`src/design/amp_ctrl_pkg.sv`:
```
// constants and carrier types for the amplifier/converter control register bank
// assumes a single 100 MHz clock and a byte-wide register port in the same domain
`default_nettype none
package amp_ctrl_pkg;
  localparam logic [7:0] AMP_SENSE_CONFIG_OFFSET = 8'h01;
  localparam logic [7:0] CONVERTER_CONFIG_OFFSET = 8'h02;
  localparam logic [7:0] CONVERTER_LEVEL_SETTING_OFFSET = 8'h03;
  localparam logic [7:0] AMP_SENSE_CONFIG_RESET = 8'h09;
  localparam logic [7:0] CONVERTER_CONFIG_RESET = 8'h32;
  localparam logic [7:0] CONVERTER_LEVEL_SETTING_RESET = 8'h40;
  localparam logic [7:0] UNMAPPED_READ_VALUE = 8'h00;
  // field positions in amp_sense_config
  localparam int SENSE_RATE_DIVISOR_LSB = 4;
  localparam int SENSE_HIGHPASS_ENABLE_BIT = 3;
  localparam int EDGE_RATE_SELECT_BIT = 2;
  localparam int ANALOG_GAIN_MAPPING_BIT = 0;
  // field positions in converter_config
  localparam int IMMEDIATE_LEVEL_CHANGE_BIT = 7;
  localparam int CONVERTER_MUTE_BIT = 6;
  localparam int CONVERTER_HIGHPASS_ENABLE_BIT = 5;
  localparam int CONVERTER_LOW_POWER_BIT = 4;
  localparam int CONVERTER_RATE_RANGE_LSB = 0;
  // level code meaning and oversampling ratios
  localparam logic [7:0] UNITY_LEVEL_CODE = 8'h40;
  localparam logic [7:0] FULL_MUTE_LEVEL_CODE = 8'hFF;
  localparam logic [7:0] LOW_POWER_OVERSAMPLING = 8'h40;
  localparam logic [7:0] NORMAL_OVERSAMPLING = 8'h80;
  // soft ramp pacing: one code step per interval
  localparam int CLK_PERIOD_NS = 10;
  localparam int RAMP_STEP_NS = 1000;
  localparam int RAMP_STEP_CYCLES = (RAMP_STEP_NS + CLK_PERIOD_NS - 1) / CLK_PERIOD_NS;

  typedef enum logic [2:0] {
    RATE_8_12K = 3'h0,
    RATE_16_24K = 3'h1,
    RATE_32_48K = 3'h2,
    RATE_64_96K = 3'h3,
    RATE_128_192K = 3'h4
  } rate_range_type;

  typedef struct packed {
    logic [1:0] sense_rate_divisor;
    logic sense_highpass_enable;
    logic edge_rate_select;
    logic analog_gain_mapping;
    logic immediate_level_change;
    logic converter_mute;
    logic converter_highpass_enable;
    logic converter_low_power;
    logic [7:0] oversampling_ratio;
    rate_range_type converter_rate_range;
  } amp_controls_type;

  typedef struct packed {
    logic [7:0] applied_level;
    logic signed [8:0] gain_steps;
    logic output_silenced;
  } level_status_type;
endpackage
`default_nettype wire

```
`src/design/amp_dac_control_regs.sv`:
```
// control register bank for the amplifier, sense path and converter
// assumes the register port and the converter sample strobe are on clk
// How it works
// - sense rate is converter rate over 1/2/4/8
// - bit 3 enables sense high-pass, on at reset
// - bit 2 selects slow low-emission edge_rate_select
// - bit 0 picks 3.6 V or 5.2 V mapping
// - bit 7 clear ramps level, set jumps
// - bit 5 enables converter high-pass, on at reset
// - bit 4 low power: 64x, else 128x
// - rate range codes 000-100; others are stored but keep the last legal range
// - code 0x00 +24 dB, 0x40 0 dB, 0.375 steps
// - code 0xFE -71.25 dB, 0xFF full mute
`default_nettype none
module amp_dac_control_regs
#(
  parameter int RAMP_CYCLES = amp_ctrl_pkg::RAMP_STEP_CYCLES
)
(
  input wire logic clk,
  input wire logic resetn,
  input wire logic [7:0] reg_addr,
  input wire logic reg_write,
  input wire logic [7:0] reg_wdata,
  input wire logic reg_read,
  output logic [7:0] reg_rdata,
  output logic reg_rvalid,
  input wire logic dac_sample_strobe,
  output logic sense_sample_strobe,
  output amp_ctrl_pkg::amp_controls_type controls,
  output amp_ctrl_pkg::level_status_type level_status
);
  import amp_ctrl_pkg::*;

  logic [7:0] amp_sense_config_r, amp_sense_config_nxt;
  logic [7:0] converter_config_r, converter_config_nxt;
  logic [7:0] converter_level_setting_r, converter_level_setting_nxt;
  logic [7:0] rdata_r, rdata_nxt;
  logic rvalid_r, rvalid_nxt;
  logic [7:0] applied_level_r, applied_level_nxt;
  logic [15:0] ramp_count_r, ramp_count_nxt;
  logic [2:0] sense_count_r, sense_count_nxt;
  logic sense_strobe_r, sense_strobe_nxt;
  rate_range_type rate_range_r, rate_range_nxt;
  amp_controls_type controls_r, controls_nxt;

  function automatic logic [7:0] read_mux(input logic [7:0] addr, input logic [7:0] a, input logic [7:0] b,
                                          input logic [7:0] c);
    case (addr)
      AMP_SENSE_CONFIG_OFFSET: read_mux = a;
      CONVERTER_CONFIG_OFFSET: read_mux = b;
      CONVERTER_LEVEL_SETTING_OFFSET: read_mux = c;
      default: read_mux = UNMAPPED_READ_VALUE;
    endcase
  endfunction

  // register port: writes land next edge, reads answer one cycle later
  always_comb
  begin
    amp_sense_config_nxt = amp_sense_config_r;
    converter_config_nxt = converter_config_r;
    converter_level_setting_nxt = converter_level_setting_r;
    // reserved bits are kept as written
    if (reg_write)
    begin
      case (reg_addr)
        AMP_SENSE_CONFIG_OFFSET: amp_sense_config_nxt = reg_wdata;
        CONVERTER_CONFIG_OFFSET: converter_config_nxt = reg_wdata;
        CONVERTER_LEVEL_SETTING_OFFSET: converter_level_setting_nxt = reg_wdata;
        default: amp_sense_config_nxt = amp_sense_config_r;
      endcase
    end
    rvalid_nxt = reg_read;
    rdata_nxt = reg_read ? read_mux(reg_addr, amp_sense_config_r, converter_config_r, converter_level_setting_r)
                         : rdata_r;
  end

  always_ff @(posedge clk or negedge resetn)
  begin
    if (!resetn)
    begin
      amp_sense_config_r <= AMP_SENSE_CONFIG_RESET;
      converter_config_r <= CONVERTER_CONFIG_RESET;
      converter_level_setting_r <= CONVERTER_LEVEL_SETTING_RESET;
      rdata_r <= 8'h00;
      rvalid_r <= 1'b0;
    end
    else
    begin
      amp_sense_config_r <= amp_sense_config_nxt;
      converter_config_r <= converter_config_nxt;
      converter_level_setting_r <= converter_level_setting_nxt;
      rdata_r <= rdata_nxt;
      rvalid_r <= rvalid_nxt;
    end
  end

  // rate range: a reserved code leaves the last legal range in force
  always_comb
  begin
    rate_range_nxt = rate_range_r;
    if (converter_config_r[CONVERTER_RATE_RANGE_LSB +: 3] <= 3'h4)
    begin
      rate_range_nxt = rate_range_type'(converter_config_r[CONVERTER_RATE_RANGE_LSB +: 3]);
    end
  end

  always_ff @(posedge clk or negedge resetn)
  begin
    if (!resetn)
    begin
      rate_range_r <= RATE_32_48K;
    end
    else
    begin
      rate_range_r <= rate_range_nxt;
    end
  end

  // decoded control levels, registered so outputs never glitch
  always_comb
  begin
    controls_nxt.sense_rate_divisor = amp_sense_config_r[SENSE_RATE_DIVISOR_LSB +: 2];
    controls_nxt.sense_highpass_enable = amp_sense_config_r[SENSE_HIGHPASS_ENABLE_BIT];
    controls_nxt.edge_rate_select = amp_sense_config_r[EDGE_RATE_SELECT_BIT];
    controls_nxt.analog_gain_mapping = amp_sense_config_r[ANALOG_GAIN_MAPPING_BIT];
    controls_nxt.immediate_level_change = converter_config_r[IMMEDIATE_LEVEL_CHANGE_BIT];
    controls_nxt.converter_mute = converter_config_r[CONVERTER_MUTE_BIT];
    controls_nxt.converter_highpass_enable = converter_config_r[CONVERTER_HIGHPASS_ENABLE_BIT];
    controls_nxt.converter_low_power = converter_config_r[CONVERTER_LOW_POWER_BIT];
    controls_nxt.oversampling_ratio = converter_config_r[CONVERTER_LOW_POWER_BIT] ? LOW_POWER_OVERSAMPLING
                                                                                  : NORMAL_OVERSAMPLING;
    // next value keeps the range in step with the other control fields
    controls_nxt.converter_rate_range = rate_range_nxt;
  end

  always_ff @(posedge clk or negedge resetn)
  begin
    if (!resetn)
    begin
      controls_r.sense_rate_divisor <= AMP_SENSE_CONFIG_RESET[SENSE_RATE_DIVISOR_LSB +: 2];
      controls_r.sense_highpass_enable <= AMP_SENSE_CONFIG_RESET[SENSE_HIGHPASS_ENABLE_BIT];
      controls_r.edge_rate_select <= AMP_SENSE_CONFIG_RESET[EDGE_RATE_SELECT_BIT];
      controls_r.analog_gain_mapping <= AMP_SENSE_CONFIG_RESET[ANALOG_GAIN_MAPPING_BIT];
      controls_r.immediate_level_change <= CONVERTER_CONFIG_RESET[IMMEDIATE_LEVEL_CHANGE_BIT];
      controls_r.converter_mute <= CONVERTER_CONFIG_RESET[CONVERTER_MUTE_BIT];
      controls_r.converter_highpass_enable <= CONVERTER_CONFIG_RESET[CONVERTER_HIGHPASS_ENABLE_BIT];
      controls_r.converter_low_power <= CONVERTER_CONFIG_RESET[CONVERTER_LOW_POWER_BIT];
      controls_r.oversampling_ratio <= LOW_POWER_OVERSAMPLING;
      controls_r.converter_rate_range <= RATE_32_48K;
    end
    else
    begin
      controls_r <= controls_nxt;
    end
  end

  // level ramp: soft mode walks one code per interval toward the target
  always_comb
  begin
    applied_level_nxt = applied_level_r;
    ramp_count_nxt = ramp_count_r;
    if (converter_config_r[IMMEDIATE_LEVEL_CHANGE_BIT])
    begin
      applied_level_nxt = converter_level_setting_r;
      ramp_count_nxt = 16'h0000;
    end
    else if (applied_level_r == converter_level_setting_r)
    begin
      ramp_count_nxt = 16'h0000;
    end
    else if (ramp_count_r >= 16'(RAMP_CYCLES - 1))
    begin
      ramp_count_nxt = 16'h0000;
      // the ramp never lands on the all-ones code early; it only reaches it as the target
      if (applied_level_r < converter_level_setting_r)
      begin
        applied_level_nxt = applied_level_r + 8'h01;
      end
      else
      begin
        applied_level_nxt = applied_level_r - 8'h01;
      end
    end
    else
    begin
      ramp_count_nxt = ramp_count_r + 16'h0001;
    end
  end

  always_ff @(posedge clk or negedge resetn)
  begin
    if (!resetn)
    begin
      applied_level_r <= CONVERTER_LEVEL_SETTING_RESET;
      ramp_count_r <= 16'h0000;
    end
    else
    begin
      applied_level_r <= applied_level_nxt;
      ramp_count_r <= ramp_count_nxt;
    end
  end

  // sense strobe: every 1st, 2nd, 4th or 8th converter sample
  always_comb
  begin
    sense_count_nxt = sense_count_r;
    sense_strobe_nxt = 1'b0;
    if (dac_sample_strobe)
    begin
      case (amp_sense_config_r[SENSE_RATE_DIVISOR_LSB +: 2])
        2'h0: sense_strobe_nxt = 1'b1;
        2'h1: sense_strobe_nxt = (sense_count_r[0] == 1'b0);
        2'h2: sense_strobe_nxt = (sense_count_r[1:0] == 2'h0);
        2'h3: sense_strobe_nxt = (sense_count_r == 3'h0);
        default: sense_strobe_nxt = 1'b1;
      endcase
      sense_count_nxt = sense_count_r + 3'h1;
    end
  end

  always_ff @(posedge clk or negedge resetn)
  begin
    if (!resetn)
    begin
      sense_count_r <= 3'h0;
      sense_strobe_r <= 1'b0;
    end
    else
    begin
      sense_count_r <= sense_count_nxt;
      sense_strobe_r <= sense_strobe_nxt;
    end
  end

  level_decode level_decode_inst
  (
    .clk(clk),
    .resetn(resetn),
    .level_code(applied_level_r),
    .mute_request(converter_config_r[CONVERTER_MUTE_BIT]),
    .status(level_status)
  );

  assign reg_rdata = rdata_r;
  assign reg_rvalid = rvalid_r;
  assign sense_sample_strobe = sense_strobe_r;
  assign controls = controls_r;
endmodule // amp_dac_control_regs
`default_nettype wire

```
`src/design/level_decode.sv`:
```
// maps an applied attenuation_level code to signed gain steps and a silence flag
// assumes the code comes from logic on the same clock
`default_nettype none
module level_decode
(
  input wire logic clk,
  input wire logic resetn,
  input wire logic [7:0] level_code,
  input wire logic mute_request,
  output amp_ctrl_pkg::level_status_type status
);
  import amp_ctrl_pkg::*;

  level_status_type status_r;
  level_status_type status_nxt;

  // gain in 0.375 dB units: +64 at code 0, 0 at unity, -190 at code 0xFE
  function automatic logic signed [8:0] steps_of(input logic [7:0] code);
    steps_of = $signed({1'b0, UNITY_LEVEL_CODE}) - $signed({1'b0, code});
  endfunction

  always_comb
  begin
    status_nxt.applied_level = level_code;
    status_nxt.gain_steps = steps_of(level_code);
    // all-ones silences rather than one more step
    status_nxt.output_silenced = mute_request || (level_code == FULL_MUTE_LEVEL_CODE);
  end

  always_ff @(posedge clk or negedge resetn)
  begin
    if (!resetn)
    begin
      status_r.applied_level <= CONVERTER_LEVEL_SETTING_RESET;
      status_r.gain_steps <= 9'sh000;
      status_r.output_silenced <= 1'b0;
    end
    else
    begin
      status_r <= status_nxt;
    end
  end

  assign status = status_r;
endmodule // level_decode
`default_nettype wire

```
`config.mk`:
```
export PLATFORM = sky130hd
export DESIGN_NAME = amp_dac_control_regs
export DESIGN_NICKNAME = d
export VERILOG_FILES = /design/src/design/amp_ctrl_pkg.sv /design/src/design/amp_dac_control_regs.sv /design/src/design/level_decode.sv
export SDC_FILE = /design/constraint.sdc
export NUM_CORES = 1
export LEC_CHECK = 0
export BUFFER_PORTS_ARGS = -buffer_cell sky130_fd_sc_hd__buf_4
export CAP_MARGIN = 5
export CORE_AREA = 2 2 120 122
export CTS_CLUSTER_DIAMETER = 80
export DETAILED_ROUTE_END_ITERATION = 7
export DIE_AREA = 0 0 122 124
export PLACE_DENSITY = 0.55
export SKIP_LAST_GASP = 1
export SLEW_MARGIN = 20
export SYNTH_ARGS = -nofsm -noshare
export SYNTH_HDL_FRONTEND = slang
export SYNTH_SLANG_ARGS = --single-unit
```
`constraint.sdc`:
```
create_clock -name clk -period 2.9 [get_ports clk]
set_input_delay 0.87 -clock clk [delete_from_list [all_inputs] [get_ports clk]]
set_output_delay 0.87 -clock clk [all_outputs]
set_load 0.05 [all_outputs]
```
After elaboration in Yosys (flattened, before gate mapping). Index checks and enable logic that the tools add are counted. W data, S select, Z words.

Flip-flop bits (word level): 99. Input bits: 21.

Add/sub/neg operators: 5. $lt $le $gt $ge: 3. Eq/ne operators: 9. Multiplexer cells: 11. Bitwise gates (word level): 1. Reductions and logical operators: 9.

Operators by type and width (count): $mux W16 (3); $mux W8 (5); $pmux W8 S3 (1); $add A16 B1 Y16 const B (1); $eq A8 B2 Y1 const B (2); $ge A16 B7 Y1 const B (1); $sub A7 B8 Y9 const A (1); $add A8 B1 Y8 const B (1); $eq A8 B1 Y1 const B (1); $eq A8 B8 Y1 (1); $eq A8 B8 Y1 const B (1); $lt A8 B8 Y1 (1); $reduce_and A2 Y1 (4); $sub A8 B1 Y8 const B (1); $eq A2 B2 Y1 const B (2); $logic_not A2 Y1 (2); $pmux W1 S4 (1); $add A3 B1 Y3 const B (1); $le A3 B3 Y1 const B (1); $logic_not A3 Y1 (1); $eq A2 B1 Y1 const B (1); $ne A2 B2 Y1 const B (1); $reduce_bool A2 Y1 (1); $logic_or A1 B1 Y1 (1); other kinds (2) (2).

Longest topological paths before layout.
Depth after elaboration: 5. Mapped depth: 12. Depth with buffers taken out: 12.

By module. Synthesis repeated with hierarchy kept, for this count alone.

Cells, all modules: 335. Area total of the unflattened synthesis: 4060.1 sq um.

Modules (own cells, without submodules): amp_dac_control_regs (times used 1, cells each 295, area each 3473.3 sq um, seq. area each 1866.8 sq um); level_decode (times used 1, cells each 40, area each 586.8 sq um, seq. area each 426.7 sq um).

Least setup slack after synthesis. Ideal clock, no wire load.

Path kind: flip-flop to flip-flop. From: reg converter_level_setting_r[6]. To: reg applied_level_r[6]. Library setup time: 0.073 ns. Arrival: 2.973 ns. Required time: 2.827 ns. Slack: -0.146 ns. Cell stages (with the launch flop): 11. Buffers on the path: 0. Clock period less this slack: 3.046 ns. Path through: dfstp_2 -> inv_1 -> ha_1 -> a21o_1 -> a221o_1 -> ha_1 -> a21o_1 -> a21oi_1 -> or4b_2 -> a31o_2 -> a21oi_1.

Longest elaborated chain between the ends: 5.

Ends and longest elaborated chain: start, declared (RTL line amp_dac_control_regs.sv:37) `logic [7:0] converter_level_setting_r, converter_level_setting_nxt;`; start signal, assigned (RTL line amp_dac_control_regs.sv:92) `converter_level_setting_r <= converter_level_setting_nxt;`; $lt A8 B8 Y1 (RTL line amp_dac_control_regs.sv:176) `if (applied_level_r < converter_level_setting_r)`; $mux W8 (RTL line amp_dac_control_regs.sv:176); $mux W8 (RTL line amp_dac_control_regs.sv:172) `else if (ramp_count_r >= 16'(RAMP_CYCLES - 1))`; $mux W8 (RTL line amp_dac_control_regs.sv:168) `else if (applied_level_r == converter_level_setting_r)`; $mux W8 (RTL line amp_dac_control_regs.sv:163) `if (converter_config_r[IMMEDIATE_LEVEL_CHANGE_BIT])`; end signal, assigned (RTL line amp_dac_control_regs.sv:200) `applied_level_r <= applied_level_nxt;`; end, declared (RTL line amp_dac_control_regs.sv:40) `logic [7:0] applied_level_r, applied_level_nxt;`.

Parallel ways exist; a longest one is shown, timed or not. The select of a mux whose other input is x is not followed. A chain may end at the register's enable or synchronous reset.

Worst setup path in the final report.
From: reg converter_level_setting_r[6]. To: reg applied_level_r[7].

The elaborated chain is that of the path after synthesis.

==> metrics.yaml <==
grt_overflow_total: 0
numCtsBuffers: 9
intPower_mw: 3.52
cp-end-kind: "register"
path_clk_slew_ns: 0.07
hp-class: "register to register"
antenna_found_initial: 0
synth.avg_cell_area_sq_um: 12.2
p_leak_nw: 2.43
fin_ws_ns: -0.00551
detailedPlacementHpwl_mm: 5.95
nets: 477
multi_input_area_sq_um: 1790
switchingPower_mw: 2.29
synth_cell_type_count: 49
yosysTopAreaCellShare_pct: 48.2
worstPathArrival_ns: 3.18
yosys-top-cells-area: "dfrtp_1, mux2_2, dfstp_2"
rsz0062_at_grt: "yes"
hold_violations: 0
drtAntennaViolNets: 0
port_buffers: 62
seqCellArea_sq_um: 2290
first_iter_violations: 105
ir_drop_mv: 0.406
cts_tree: "done"
gp_routability_congestion: 0.794
synth_top_area_cell: "dfrtp_1"
areaGrowthSynthToFinish_pct: 33.5
start_util_pct: 29.5
min_period_ns: 2.91
met2RoutedLength_mm: 3.91
synth_edf_count: 0
synth_common_cells: "dfrtp_1, mux2_2, inv_1, ha_1, nor2_1"
drv_slew: 0
maxSlewHeadroom_pct: 54.9
postSynthCellCount: 333
routed_wl_mm: 8.45
cp.required_ns: 3.17
failed_checks: "negative setup slack"
io_pins: 69
wl_met1_mm: 3.89
fin_tns_setup_ns: -0.00551
seq_area_frac_synth_pct: 56.7
power.density_nw_per_um2: 1070
layout-drive-gt1-share_pct: 41.6
async_reset_ff_share_pct: 100
synth_most_common_cell: "dfrtp_1"
maxCapViolCount: 0
top_layer_used: "met4"
dieArea_sq_um: 15100
vias: 2739
synthesis.area_sq_um: 4050
core-area_sq_um: 13700
r2r_setup_slack_ns: -0.006
clockBufferDepth: 2
power_frac_clock_pct: 19.0
critPathMaxFanout: 6
status: "finished with violations"
dr.pass1.iters: 4
fillCellCount: 1346
setup_viol_count_final: 1
place_ws_ns: -0.0572
grt_start_max_net_pins: 53
final.period_utilization_pct: 100
num_antenna_cells: 0
cts_root_buf: "clkbuf_16"
yosys_warnings: 0
clock_skew_ns: 0.00770
seq_power_share_pct: 28.4
clock_latency_ns: 0.34
die_x_microns: 122
combPwrFrac_pct: 52.6
rows: 43
grt_pass1_wl_mm: 13.8
first_global_vias: 2770
grt_util_all_layers_pct: 12.0
routedWlPerCell_microns: 13.6
vias_per_cell: 4.42
chipHeight_microns: 124
drc_errors: 0
critPathLaunchType: "register"
crit_type: "register to register"
hold_buffers: 0
instances_no_fill: 620
synth_seq_cells: 91
cts-htree-levels: 3
cts.sinks: 91
synth_ff_type: "dfrtp_1"
worst_pin_slew_ns: 0.674
dp_cells: 599
sw_frac_of_total_pct: 39.4
wl_met3_microns: 503
max_freq_ghz: 0.344
-- metal layers --
metal	global-route usage, %	vias up
met5	0	-
met4	4.17	0
met3	3.94	13
met2	18.1	63
met1	16.2	1322
li1	-	1341
-- power groups by stage --
stage          clock (mW)  combinational [mW]  sequential [mW]
2_1_floorplan           0                1.29             2.18
3_3_place_gp            0                2.51             1.66
3_5_place_dp            0                2.54             1.67
4_1_cts              1.15                2.61             1.65
5_1_grt              1.20                3.36             1.68
6_report             1.10                3.05             1.65
-- flip-flops by register name (all words and copies together) (netlist names), 3 cells and up --
name / flops
level_decode_inst.status: 17
ramp_count_r: 16
controls: 13
amp_sense_config_r: 8
applied_level_r: 8
converter_config_r: 8
converter_level_setting_r: 8
reg_rdata: 8
sense_count_r: 3
-- stage by stage --
step	instance area (sq um)	power [mW]	hold slack, ns	utilization (%)
floorplan	4130	3.47	0.349	-
global placement	4920	4.18	0.369	35.9
detailed placement	4920	4.21	0.370	35.9
CTS	5230	5.41	0.380	38.1
global route	5400	6.24	0.387	39.4
finish	5400	5.81	0.377	39.4
-- critical path, cell delays in order (launching register included) --
cell	delay, ns
dfstp_2	0.53
inv_2	0.04
ha_4	0.21
a21o_1	0.15
a221o_2	0.47
buf_6	0.18
ha_4	0.29
nand2_1	0.06
o21ai_1	0.14
nand2_1	0.10
xor2_1	0.16
or4_1	0.40
nand3_1	0.09
-- layout by cell type (no fill, tap or decap), drive strengths merged, types with 7 or more instances in the layout --
master | netlist | routed
conb | 1 | 15
xnor2 | 10 | 10
ha | 20 | 20
mux2 | 31 | 31
a21oi | 15 | 15
nand3 | 8 | 8
dfstp | 13 | 13
o22ai | 8 | 8
inv | 26 | 28
o21ai | 14 | 14
a22oi | 10 | 10
buf | 13 | 92
clkbuf | 2 | 9
dfrtp | 78 | 78
nor2 | 21 | 21
xor2 | 7 | 7
nand2 | 16 | 16
-- path summary, 6_finish.rpt --
kind / start / endpoint / depth (start not counted)
setup / recovery: converter_level_setting_r[6]$_DFFE_PN1P_ / applied_level_r[7]$_DFFE_PN0P_ / 12
hold / removal: amp_sense_config_r[0]$_DFFE_PN1P_ / controls[15]$_DFF_PN1_ / 0
setup reg to reg: converter_level_setting_r[6]$_DFFE_PN1P_ / applied_level_r[7]$_DFFE_PN0P_ / 12
hold reg to reg: amp_sense_config_r[0]$_DFFE_PN1P_ / controls[15]$_DFF_PN1_ / 0
max in group asynchronous: resetn / converter_config_r[4]$_DFFE_PN1P_ / 2
min in group asynchronous: resetn / level_decode_inst.status[1]$_DFF_PN0_ / 1
-- cell type report --
type,count,area share [%]
Sequential cell,91,42.5
Multi-Input combinational cell,215,33.1
Timing Repair Buffer,92,13.2
Clock buffer,9,4.17
Tap cell,180,4.17
Inverter,26,1.81
Clock inverter,7,1.16
-- logic make-up (layout without fill, tap and decap cells) --
| kind of cell | count (synthesis) | count (layout) | synth area share [%] |
|---|---|---|---|
| and+or+nand+nor | 65 | 65 | 8.81 |
| DFF | 91 | 91 | 56.7 |
| AOI/OAI and AO/OA | 64 | 64 | 10.0 |
| adders and majority gates | 21 | 21 | 6.68 |
| muxes | 33 | 33 | 9.12 |
| xor gates and xnor gates | 17 | 17 | 3.68 |
| other | 1 | 15 | 0.0927 |
| buffers and inverters | 41 | 134 | 4.92 |
-- timing repair --
action,4_1_cts,5_1_grt
hold endpoints to repair,0,0
resized for setup,3,22
endpoints found under the setup margin,3,4
setup buffers,0,5
pin swaps,1,17
Note: power is estimated with default switching activity, not from simulation.
